File: src/shared/intc_defines.vh
// Register map, field positions and reset values of the CPU interrupt
// priority controller. Included by the controller and its bench.
`ifndef INTC_DEFINES_VH
`define INTC_DEFINES_VH

// Byte addresses on the APB register bus
`define INTC_ADDR_W              12
`define INTC_INTERRUPT_CONTROL_A 12'h000
`define INTC_HIGH_VECTOR_SELECT  12'h004
`define INTC_SOURCE_ENABLE       12'h008
`define INTC_LEVEL_STATUS        12'h00c
`define INTC_PENDING             12'h010
`define INTC_LAST_NORMAL         12'h014

// Field positions
`define INTC_ROTATE_ENABLE_BIT   0
`define INTC_STATUS_NORMAL_BIT   0
`define INTC_STATUS_HIGH_BIT     1
`define INTC_STATUS_NMI_BIT      2

// Reset values
`define INTC_CONTROL_A_RESET     1'h0
`define INTC_HIGH_VECTOR_RESET   8'h00

// Level codes presented to the core
`define INTC_LEVEL_NORMAL        2'h0
`define INTC_LEVEL_HIGH          2'h1
`define INTC_LEVEL_NMI           2'h2

`endif

File: src/rtl/lowest_request_picker.v
// Lowest-index request finder used for all fixed-order arbitration.
// Assumes a plain request vector; purely combinational.
`timescale 1ns/10ps

module lowest_request_picker #(
    parameter W  = 16,
    parameter IW = 4
) (
    input  wire [W-1:0]  req,
    output reg           found,
    output reg  [IW-1:0] index
);
    integer i;

    // Scan downward so the lowest set bit is the last one written
    always @* begin
        found = 1'b0;
        index = {IW{1'b0}};
        for (i = W - 1; i >= 0; i = i - 1) begin
            if (req[i]) begin
                found = 1'b1;
                index = i[IW-1:0];
            end
        end
    end
endmodule // lowest_request_picker

File: src/rtl/rotating_request_picker.v
// Normal-level arbiter: fixed lowest-index order, or rotation that
// starts just above the last granted index. Combinational only.
`timescale 1ns/10ps

module rotating_request_picker #(
    parameter W  = 16,
    parameter IW = 4
) (
    input  wire [W-1:0]  req,
    input  wire [IW-1:0] last,
    input  wire          rotate,
    output wire          found,
    output wire [IW-1:0] index
);
    wire [W-1:0]  above;
    wire [W-1:0]  upper_req;
    wire          upper_found;
    wire [IW-1:0] upper_index;
    wire [IW-1:0] base_index;
    genvar g;

    // Sources ranked after the last winner
    generate
        for (g = 0; g < W; g = g + 1) begin : g_above
            assign above[g] = (g > last);
        end
    endgenerate

    assign upper_req = req & above & {W{rotate}};

    lowest_request_picker #(.W(W), .IW(IW)) u_upper (
        .req   (upper_req),
        .found (upper_found),
        .index (upper_index)
    );

    lowest_request_picker #(.W(W), .IW(IW)) u_base (
        .req   (req),
        .found (found),
        .index (base_index)
    );

    // Wrap to the lowest index when nothing sits above the last winner
    assign index = upper_found ? upper_index : base_index;
endmodule // rotating_request_picker

File: src/rtl/cpu_interrupt_controller.v
// CPU interrupt controller: level and priority logic between peripheral
// requests and the core, with an APB register slave on the same clock.
// Assumes requests, global enable, ack and return come from pclk logic.
//
// Contract
// - After reset every maskable source sits on the normal level.
// - One source chosen by vector select is raised above all normal sources.
// - A pending high-level request pre-empts a running normal handler.
// - Returning from the high handler resumes the interrupted normal handler.
// - NMI is taken regardless of global enable and never alters it.
// - Nothing pre-empts a running NMI handler.
// - Among simultaneous NMIs the lowest vector address wins.
// - NMI set is fixed by the device; NMIs still need enabling.
// - Each source dispatches to its own fixed vector address.
// - Static normal priority: lowest pending vector address wins.
// - Writing one to rotate enable in control A selects round-robin.
// - Round-robin affects only normal-level requests.
//
// The APB slave port and the register addresses were left to the implementer.
`timescale 1ns/10ps
`include "intc_defines.vh"

module cpu_interrupt_controller #(
    parameter        NUM_SOURCES   = 16,
    parameter        IDX_W         = 4,
    // Which sources are non-maskable; fixed at build time
    parameter [15:0] NMI_SOURCES   = 16'h0001,
    // Vector number of source 0; vector 0 stays the reset entry
    parameter [7:0]  VECTOR_FIRST  = 8'h01,
    // Address step between consecutive vectors
    parameter [7:0]  VECTOR_STEP   = 8'h02
) (
    input  wire                          pclk,
    input  wire                          presetn,
    input  wire [`INTC_ADDR_W-1:0]       paddr,
    input  wire                          psel,
    input  wire                          penable,
    input  wire                          pwrite,
    input  wire [31:0]                   pwdata,
    output reg  [31:0]                   prdata,
    output reg                           pready,
    output reg                           pslverr,
    input  wire [NUM_SOURCES-1:0]        irq_request,
    input  wire                          global_int_enable,
    input  wire                          irq_ack,
    input  wire                          irq_return,
    output reg                           irq_valid,
    output reg  [7:0]                    irq_vector,
    output reg  [15:0]                   irq_vector_address,
    output reg  [1:0]                    irq_level
);
    localparam [31:0] LAST_RESET = NUM_SOURCES - 1;

    // Software-visible state
    reg                    normal_level_rotate_enable;
    reg  [7:0]             high_level_vector_select;
    reg  [NUM_SOURCES-1:0] source_enable;

    // Execution state of the core, as tracked here
    reg                    normal_active;
    reg                    high_active;
    reg                    nmi_active;
    reg  [IDX_W-1:0]       last_normal;

    // Next values of the offer and level tracking
    reg                    next_valid;
    reg  [7:0]             next_vector;
    reg  [1:0]             next_level;
    reg  [IDX_W-1:0]       next_source;
    reg  [IDX_W-1:0]       offer_source;
    reg                    next_normal_active;
    reg                    next_high_active;
    reg                    next_nmi_active;
    reg  [IDX_W-1:0]       next_last_normal;

    // Request classification
    wire [NUM_SOURCES-1:0] pending;
    wire [NUM_SOURCES-1:0] nmi_mask;
    wire [NUM_SOURCES-1:0] nmi_pending;
    wire [NUM_SOURCES-1:0] maskable_pending;
    wire [NUM_SOURCES-1:0] high_onehot;
    wire [NUM_SOURCES-1:0] high_pending;
    wire [NUM_SOURCES-1:0] normal_pending;
    wire                   high_found;
    wire [IDX_W-1:0]       high_index;
    wire                   nmi_found;
    wire [IDX_W-1:0]       nmi_index;
    wire                   normal_found;
    wire [IDX_W-1:0]       normal_index;

    // APB decode
    wire                   apb_access;
    wire                   apb_done;
    wire                   addr_hit;
    reg  [31:0]            read_mux;
    genvar g;

    // A source must be enabled before it counts, NMI included
    assign pending     = irq_request & source_enable;
    assign nmi_mask    = NMI_SOURCES[NUM_SOURCES-1:0];

    // NMIs ignore the global enable; it is only read, never driven
    assign nmi_pending = pending & nmi_mask;

    // Maskable requests need the global enable
    assign maskable_pending = pending & ~nmi_mask & {NUM_SOURCES{global_int_enable}};

    // Decode the selected high-level vector; zero selects nothing
    generate
        for (g = 0; g < NUM_SOURCES; g = g + 1) begin : g_high
            assign high_onehot[g] = ({24'h0, high_level_vector_select} == VECTOR_FIRST + g);
        end
    endgenerate

    assign high_pending   = maskable_pending & high_onehot;
    assign normal_pending = maskable_pending & ~high_onehot;

    // Only one bit of high_pending can be set, so any picker works
    lowest_request_picker #(.W(NUM_SOURCES), .IW(IDX_W)) u_high (
        .req   (high_pending),
        .found (high_found),
        .index (high_index)
    );

    // Fixed order among NMIs, never rotated
    lowest_request_picker #(.W(NUM_SOURCES), .IW(IDX_W)) u_nmi (
        .req   (nmi_pending),
        .found (nmi_found),
        .index (nmi_index)
    );

    // Normal arbitration: static by default, rotating when enabled
    rotating_request_picker #(.W(NUM_SOURCES), .IW(IDX_W)) u_normal (
        .req    (normal_pending),
        .last   (last_normal),
        .rotate (normal_level_rotate_enable),
        .found  (normal_found),
        .index  (normal_index)
    );

    // Pick what to offer the core, highest level first
    always @* begin
        next_valid   = 1'b0;
        next_level   = `INTC_LEVEL_NORMAL;
        offer_source = {IDX_W{1'b0}};
        if (nmi_found && !nmi_active) begin
            next_valid   = 1'b1;
            next_level   = `INTC_LEVEL_NMI;
            offer_source = nmi_index;
        end else if (high_found && !nmi_active && !high_active) begin
            // May land on top of a running normal handler
            next_valid   = 1'b1;
            next_level   = `INTC_LEVEL_HIGH;
            offer_source = high_index;
        end else if (normal_found && !nmi_active && !high_active
                     && !normal_active) begin
            next_valid   = 1'b1;
            next_level   = `INTC_LEVEL_NORMAL;
            offer_source = normal_index;
        end
        next_source = offer_source;
        next_vector = VECTOR_FIRST + {{(8-IDX_W){1'b0}}, offer_source};
    end

    // Level bookkeeping: return pops the top level, ack pushes the new one
    always @* begin
        next_normal_active = normal_active;
        next_high_active   = high_active;
        next_nmi_active    = nmi_active;
        next_last_normal   = last_normal;
        if (irq_return) begin
            if (nmi_active) begin
                next_nmi_active = 1'b0;
            end else if (high_active) begin
                // Normal handler underneath stays marked and resumes
                next_high_active = 1'b0;
            end else begin
                next_normal_active = 1'b0;
            end
        end
        if (irq_ack && irq_valid) begin
            case (irq_level)
                `INTC_LEVEL_NMI: begin
                    next_nmi_active = 1'b1;
                end
                `INTC_LEVEL_HIGH: begin
                    next_high_active = 1'b1;
                end
                `INTC_LEVEL_NORMAL: begin
                    next_normal_active = 1'b1;
                    next_last_normal   = irq_vector[IDX_W-1:0] - VECTOR_FIRST[IDX_W-1:0];
                end
                default: begin
                    next_normal_active = normal_active;
                end
            endcase
        end
    end

    // Offer and level registers; an accepted offer drops for one cycle
    always @(posedge pclk or negedge presetn) begin
        if (!presetn) begin
            irq_valid          <= 1'b0;
            irq_vector         <= 8'h00;
            irq_vector_address <= 16'h0000;
            irq_level          <= `INTC_LEVEL_NORMAL;
            normal_active      <= 1'b0;
            high_active        <= 1'b0;
            nmi_active         <= 1'b0;
            last_normal        <= LAST_RESET[IDX_W-1:0];
        end else begin
            normal_active <= next_normal_active;
            high_active   <= next_high_active;
            nmi_active    <= next_nmi_active;
            last_normal   <= next_last_normal;
            if (irq_ack && irq_valid) begin
                // Wait for the new level state before offering again
                irq_valid <= 1'b0;
            end else begin
                irq_valid          <= next_valid;
                irq_vector         <= next_vector;
                irq_vector_address <= {8'h00, next_vector} * {8'h00, VECTOR_STEP};
                irq_level          <= next_level;
            end
        end
    end

    // APB: one wait state so read data comes from a flip-flop
    assign apb_access = psel && penable && !pready;
    assign apb_done   = psel && penable && pready;
    assign addr_hit   = (paddr == `INTC_INTERRUPT_CONTROL_A)
                     || (paddr == `INTC_HIGH_VECTOR_SELECT)
                     || (paddr == `INTC_SOURCE_ENABLE)
                     || (paddr == `INTC_LEVEL_STATUS)
                     || (paddr == `INTC_PENDING)
                     || (paddr == `INTC_LAST_NORMAL);

    // Read data selection; unused upper bits read zero
    always @* begin
        read_mux = 32'h00000000;
        case (paddr)
            `INTC_INTERRUPT_CONTROL_A: begin
                read_mux[`INTC_ROTATE_ENABLE_BIT] = normal_level_rotate_enable;
            end
            `INTC_HIGH_VECTOR_SELECT: begin
                read_mux[7:0] = high_level_vector_select;
            end
            `INTC_SOURCE_ENABLE: begin
                read_mux[NUM_SOURCES-1:0] = source_enable;
            end
            `INTC_LEVEL_STATUS: begin
                read_mux[`INTC_STATUS_NORMAL_BIT] = normal_active;
                read_mux[`INTC_STATUS_HIGH_BIT]   = high_active;
                read_mux[`INTC_STATUS_NMI_BIT]    = nmi_active;
            end
            `INTC_PENDING: begin
                read_mux[NUM_SOURCES-1:0] = pending;
            end
            `INTC_LAST_NORMAL: begin
                read_mux[IDX_W-1:0] = last_normal;
            end
            default: begin
                read_mux = 32'h00000000;
            end
        endcase
    end

    // Bus handshake and read capture
    always @(posedge pclk or negedge presetn) begin
        if (!presetn) begin
            pready  <= 1'b0;
            pslverr <= 1'b0;
            prdata  <= 32'h00000000;
        end else if (apb_access) begin
            pready  <= 1'b1;
            pslverr <= !addr_hit;
            prdata  <= pwrite ? 32'h00000000 : read_mux;
        end else begin
            pready  <= 1'b0;
            pslverr <= 1'b0;
        end
    end

    // Writes land only on the edge that completes the transfer
    always @(posedge pclk or negedge presetn) begin
        if (!presetn) begin
            normal_level_rotate_enable <= `INTC_CONTROL_A_RESET;
            high_level_vector_select   <= `INTC_HIGH_VECTOR_RESET;
            source_enable              <= {NUM_SOURCES{1'b0}};
        end else if (apb_done && pwrite) begin
            case (paddr)
                `INTC_INTERRUPT_CONTROL_A: begin
                    normal_level_rotate_enable <= pwdata[`INTC_ROTATE_ENABLE_BIT];
                end
                `INTC_HIGH_VECTOR_SELECT: begin
                    high_level_vector_select <= pwdata[7:0];
                end
                `INTC_SOURCE_ENABLE: begin
                    source_enable <= pwdata[NUM_SOURCES-1:0];
                end
                default: begin
                    // Status registers are read-only; writes are dropped
                    source_enable <= source_enable;
                end
            endcase
        end
    end
endmodule // cpu_interrupt_controller

File: config.mk
export PLATFORM = sky130hd
export DESIGN_NAME = cpu_interrupt_controller
export DESIGN_NICKNAME = d
export VERILOG_FILES = /design/src/rtl/lowest_request_picker.v /design/src/rtl/rotating_request_picker.v /design/src/rtl/cpu_interrupt_controller.v
export VERILOG_INCLUDE_DIRS = /design/src /design/src/shared
export SDC_FILE = /design/constraint.sdc
export NUM_CORES = 1
export LEC_CHECK = 0
export ABC_CLOCK_PERIOD_IN_PS = 5160
export BUFFER_PORTS_ARGS = -buffer_cell sky130_fd_sc_hd__buf_2
export CAP_MARGIN = 15
export CORE_ASPECT_RATIO = 0.75
export CORE_MARGIN = 2
export CORE_UTILIZATION = 57
export CTS_CLUSTER_DIAMETER = 40
export CTS_CLUSTER_SIZE = 30
export DETAILED_ROUTE_END_ITERATION = 8
export HOLD_SLACK_MARGIN = 0.02
export MAX_ROUTING_LAYER = met4
export PLACE_DENSITY = 0.95
export SLEW_MARGIN = 20
export SYNTH_ARGS = -nofsm -noshare
export SYNTH_HDL_FRONTEND = slang
export SYNTH_HIERARCHICAL = 1
export SYNTH_SLANG_ARGS = --single-unit
export TNS_END_PERCENT = 1
File: constraint.sdc
create_clock -name pclk -period 5.16 [get_ports pclk]
set_input_delay 0.258 -clock pclk [delete_from_list [all_inputs] [get_ports pclk]]
set_output_delay 0.258 -clock pclk [all_outputs]
set_load 0.1 [all_outputs]
==> results <==
- The die is about 81 um tall.
- Synthesis instantiated between 50 and 60 different standard cells from the library.
- The average cell area after synthesis is 8.093 um^2.
- The core footprint is 7812 um^2.
- The fraction of the yosys area taken by sequential cells is 32.14%.
- The residual overflow from global routing is 0.
- In the synthesized netlist the dominant register cell turns out to be sky130_fd_sc_hd__dfrtp_1.
- The power per unit of standard cell area is 347.1 nW/um^2.
- For this run, the slowest stage of the critical path takes 0.64 ns.
- The starting utilization of the core area is 58.01%.
- The most repeated cell in the gate-level netlist after synthesis is sky130_fd_sc_hd__nand2_1.
- Headroom to the max-slew limit came out at 27.96%.
- The number of buffers and inverters on the critical path is 0.
- The global routing usage on met2 is 46.75%.
- No sink is reached through more buffers than the 2 on the longest clock path.
- The proportion of layout cells with a drive suffix above 1 is 22.51%.
- Yosys attributes the largest share of cell area to sky130_fd_sc_hd__dfrtp_1, sky130_fd_sc_hd__nand2_1, sky130_fd_sc_hd__buf_4.
- Summing all multi-input logic gate instances after layout gives 2924 um^2.
- The area growth from synthesis to layout is 14.72%.
- The flow ran to the end, and the final reports show no timing, DRC or antenna violations.
- The number of enable-type register cells in the synthesized netlist is 0.
- The width of the die is 107.0 um.
- After clock tree synthesis, the flow added hold-fix buffers numbering 0.
- The most numerous cell type found on the critical path is sky130_fd_sc_hd__and3_1.
- Counting the buffers created by CTS gives 9.
- For met3 alone, demand over resource in global routing was 6.180%.
- The number of max-slew violations in the final report is 0.
- By count the netlist is led by sky130_fd_sc_hd__nand2_1, sky130_fd_sc_hd__nor2_1, sky130_fd_sc_hd__dfrtp_1.
- The fraction of synthesized cell area taken by the top area cell type is 29.82%.
- The detailed placement HPWL is approximately 9500 um.
- The worst setup path is captured at a register.
- For the pin with the worst max-slew slack, the measured transition is ~1.1 ns.
- The met1 track demand over resource is 37.75%.
- The proportion of synthesized flip-flops having asynchronous set or reset is 100.0%.
- The initial antenna violation count is 0.
- At the worst endpoint, the required time is 5.38 ns.
- After clock tree synthesis, the clock-pin slew on the worst setup and hold paths is 0.08 ns.
- Setup violations remaining at the end of the flow were counted as 0.
- The first global-routing pass estimated 19490 um of wire.
- The global routing stage identified its most utilized layer as met2.
- The layout filler cell count is 626.
- The top cell type by total area after synthesis is sky130_fd_sc_hd__dfrtp_1.
- The count of nets left with antenna violations after detail routing is 0.
- 0 antenna diodes ended up in the layout.
- Gates resized during post-CTS repair numbered 0.
- The critical setup path kind is reg2reg.
- The total global routing track utilization is 29.41%.
- The post-synthesis cell count is 560.
- The final cycle utilization of the critical path is 79.52%.
- The floorplan die area is 8687 um^2.
- Setup total negative slack on the finished layout was measured at 0 ns.
- Setup repair after global routing left no endpoint under its margin.
- The number of placed cells counting well taps is around 770.
- The warning count from the yosys run is 6.
- STA classifies the critical path startpoint as a register.
- The wire length after detailed routing is ~12000 um.
- The mapped netlist covers 4532 um^2.
- The number of global-route vias before repair is between 4000 and 5000.
- The kind of cell adding the most delay to the critical path is simple AND/OR/NAND/NOR gates.
- The clock insertion delay at the later pin of the skew report is ~0.34 ns.
- The slowest cell on the critical path is sky130_fd_sc_hd__nor4_1.
- The number of port buffers is slightly above 80.
- Buffers added to address setup during post-CTS repair amount to 0.
- The count of cells in the finished layout, fillers not included, comes to 789.
- The biggest fanout along the worst timing path is 5.
- The clock net in this run drives a total of 58 sinks.
- Entering global routing, the biggest net connects 59 pins.
- In this run, synthesis produced a sequential element count of 58.
- Registers take 1456 um^2.
- Across the run, the number of max-cap violations was 0.
- Row generation in the floorplan step produced 28 rows.
- The final number of hold-violating endpoints is 0.
- The total number of nets in the final design is between 700 and 800.
- Dividing the detail-routed wire length by the instance count gives 15.54 um.
- The number of top-level design ports is 129.
- The clock tree synthesis step divided the H-tree into 3 levels.
- The global placement routability congestion is 0.9154.
- The final route contains 4560 vias.
- The type of the tightest min-delay check is in2async.
- The first detailed-routing pass ran for 5 iterations.
- IR analysis of the VDD net gives a maximum drop of between 700 and 800 uV.
- The count of unresolved DRC violations after routing is 0.
- TritonCTS built the clock tree.
- The highest achievable clock rate is approximately 240 MHz.
- The average vias per placed instance is 5.779.
- The data arrival time of the critical path is 4.32 ns.
- Across the routed clock network, the largest skew measured is 0.01326 ns.
- The leakage power figure is 2.440 nW.
- The time the final worst path needs with I/O delays and setup is 4.103 ns.
- The cell at the root of the clock tree is sky130_fd_sc_hd__clkbuf_8.
- The number of design-rule violations left by the first detailed-router iteration is about 420.
- The signal on the critical path passes through nor4_1, nand2_1, nor2_1, a31oi_1, and3_1, nor4_2, and3_1, nand4_1, mux2_2, nand3b_1, a21oi_1, ha_1, xnor2_1, o21ai_0.
-- metal layers --
layer / share of wire [%] / vias to the layer above
met1: 43 / 2127
met2: 46 / 260
li1: - / 2142
met3: 9.3 / 31
met5: 0 / -
met4: 2.0 / 0
-- worst register-to-register path: cells and delay by family, from the launching register on --
family          cells  cell delay [ns]
simple gates        8             2.24
compound gates      3             0.68
flops               1             0.41
mux                 1             0.30
fa+ha+maj           1             0.25
xor+xnor            1             0.12
-- cell families (layout without fill, tap and decap cells) --
family | count (synthesis) | in the layout | synth area share (%)
and+or+nand+nor | 266 | 266 | 30.95
AOI/OAI and AO/OA | 120 | 120 | 16.43
buffers and inverters | 74 | 119 | 9.884
DFF | 58 | 58 | 32.14
muxes | 31 | 31 | 8.283
adders and majority gates | 5 | 5 | 1.380
xor gates and xnor gates | 4 | 4 | 0.7732
other | 2 | 81 | 0.1657
-- worst paths after layout --
kind                                             start                          end  slack [ns]  depth (start not counted)
max                        high_level_vector_select[7]        irq_vector_address[3]        1.06                         14
min                                            presetn                   prdata[10]        0.06                          2
max reg2reg                high_level_vector_select[7]        irq_vector_address[3]        1.06                         14
min reg2reg                                  prdata[4]                    prdata[4]        0.47                          2
max in group asynchronous                      presetn  high_level_vector_select[2]        4.60                          2
min in group pclk                           pwdata[12]            source_enable[12]        0.15                          2
-- cell usage in the layout, fill, tap and decap left out, types with 9 or more instances in the layout --
cell type,instances
sky130_fd_sc_hd__buf_2,82
sky130_fd_sc_hd__conb_1,81
sky130_fd_sc_hd__nand2_1,80
sky130_fd_sc_hd__nor2_1,59
sky130_fd_sc_hd__dfrtp_1,54
sky130_fd_sc_hd__a21oi_1,36
sky130_fd_sc_hd__o21ai_0,32
sky130_fd_sc_hd__nand3_1,24
sky130_fd_sc_hd__inv_1,20
sky130_fd_sc_hd__mux2_2,20
sky130_fd_sc_hd__nor3_1,19
sky130_fd_sc_hd__a31oi_1,16
sky130_fd_sc_hd__and3_1,15
sky130_fd_sc_hd__clkbuf_8,9
-- stage by stage --
stage          instance area [um^2]  total power [mW]  hold slack [ns]  setup WS [ns]  util [%]
2_1_floorplan                  4828             1.269         -0.03759          1.777         -
3_3_place_gp                   5005             1.361           0.4261          1.330     64.06
3_5_place_dp                   5005             1.381           0.4430          1.173     64.06
4_1_cts                        5199             1.796          0.08428          1.105     66.54
5_1_grt                        5199             1.882           0.1270         0.6347     66.54
6_report                       5199             1.804          0.06171          1.057     66.54
-- power by group --
part           total (mW)  leakage [nW]  internal (mW)  switching (mW)
logic               0.780          1.57          0.149           0.631
clock network       0.414        0.0990          0.222           0.192
registers           0.611         0.773          0.517          0.0934
total                1.80          2.44          0.888           0.916
-- state kept, by name, indices dropped and copies added (netlist names) --
signal and count:
high_active 1, high_level_vector_select 8, irq_level 2, irq_valid 1
irq_vector_address 5, last_normal 4, nmi_active 1, normal_active 1
normal_level_rotate_enable 1, prdata 16, pready 1, pslverr 1
source_enable 16
-- cell type report --
class / instances / area share [%]
multi-input combinational: 507 / 56.25
sequential: 58 / 28.01
timing repair buffer: 83 / 8.039
tap: 105 / 2.527
clock buffer: 9 / 2.383
inverter: 20 / 1.444
clock inverter: 7 / 1.348
Power figures use the tool's default switching activity.
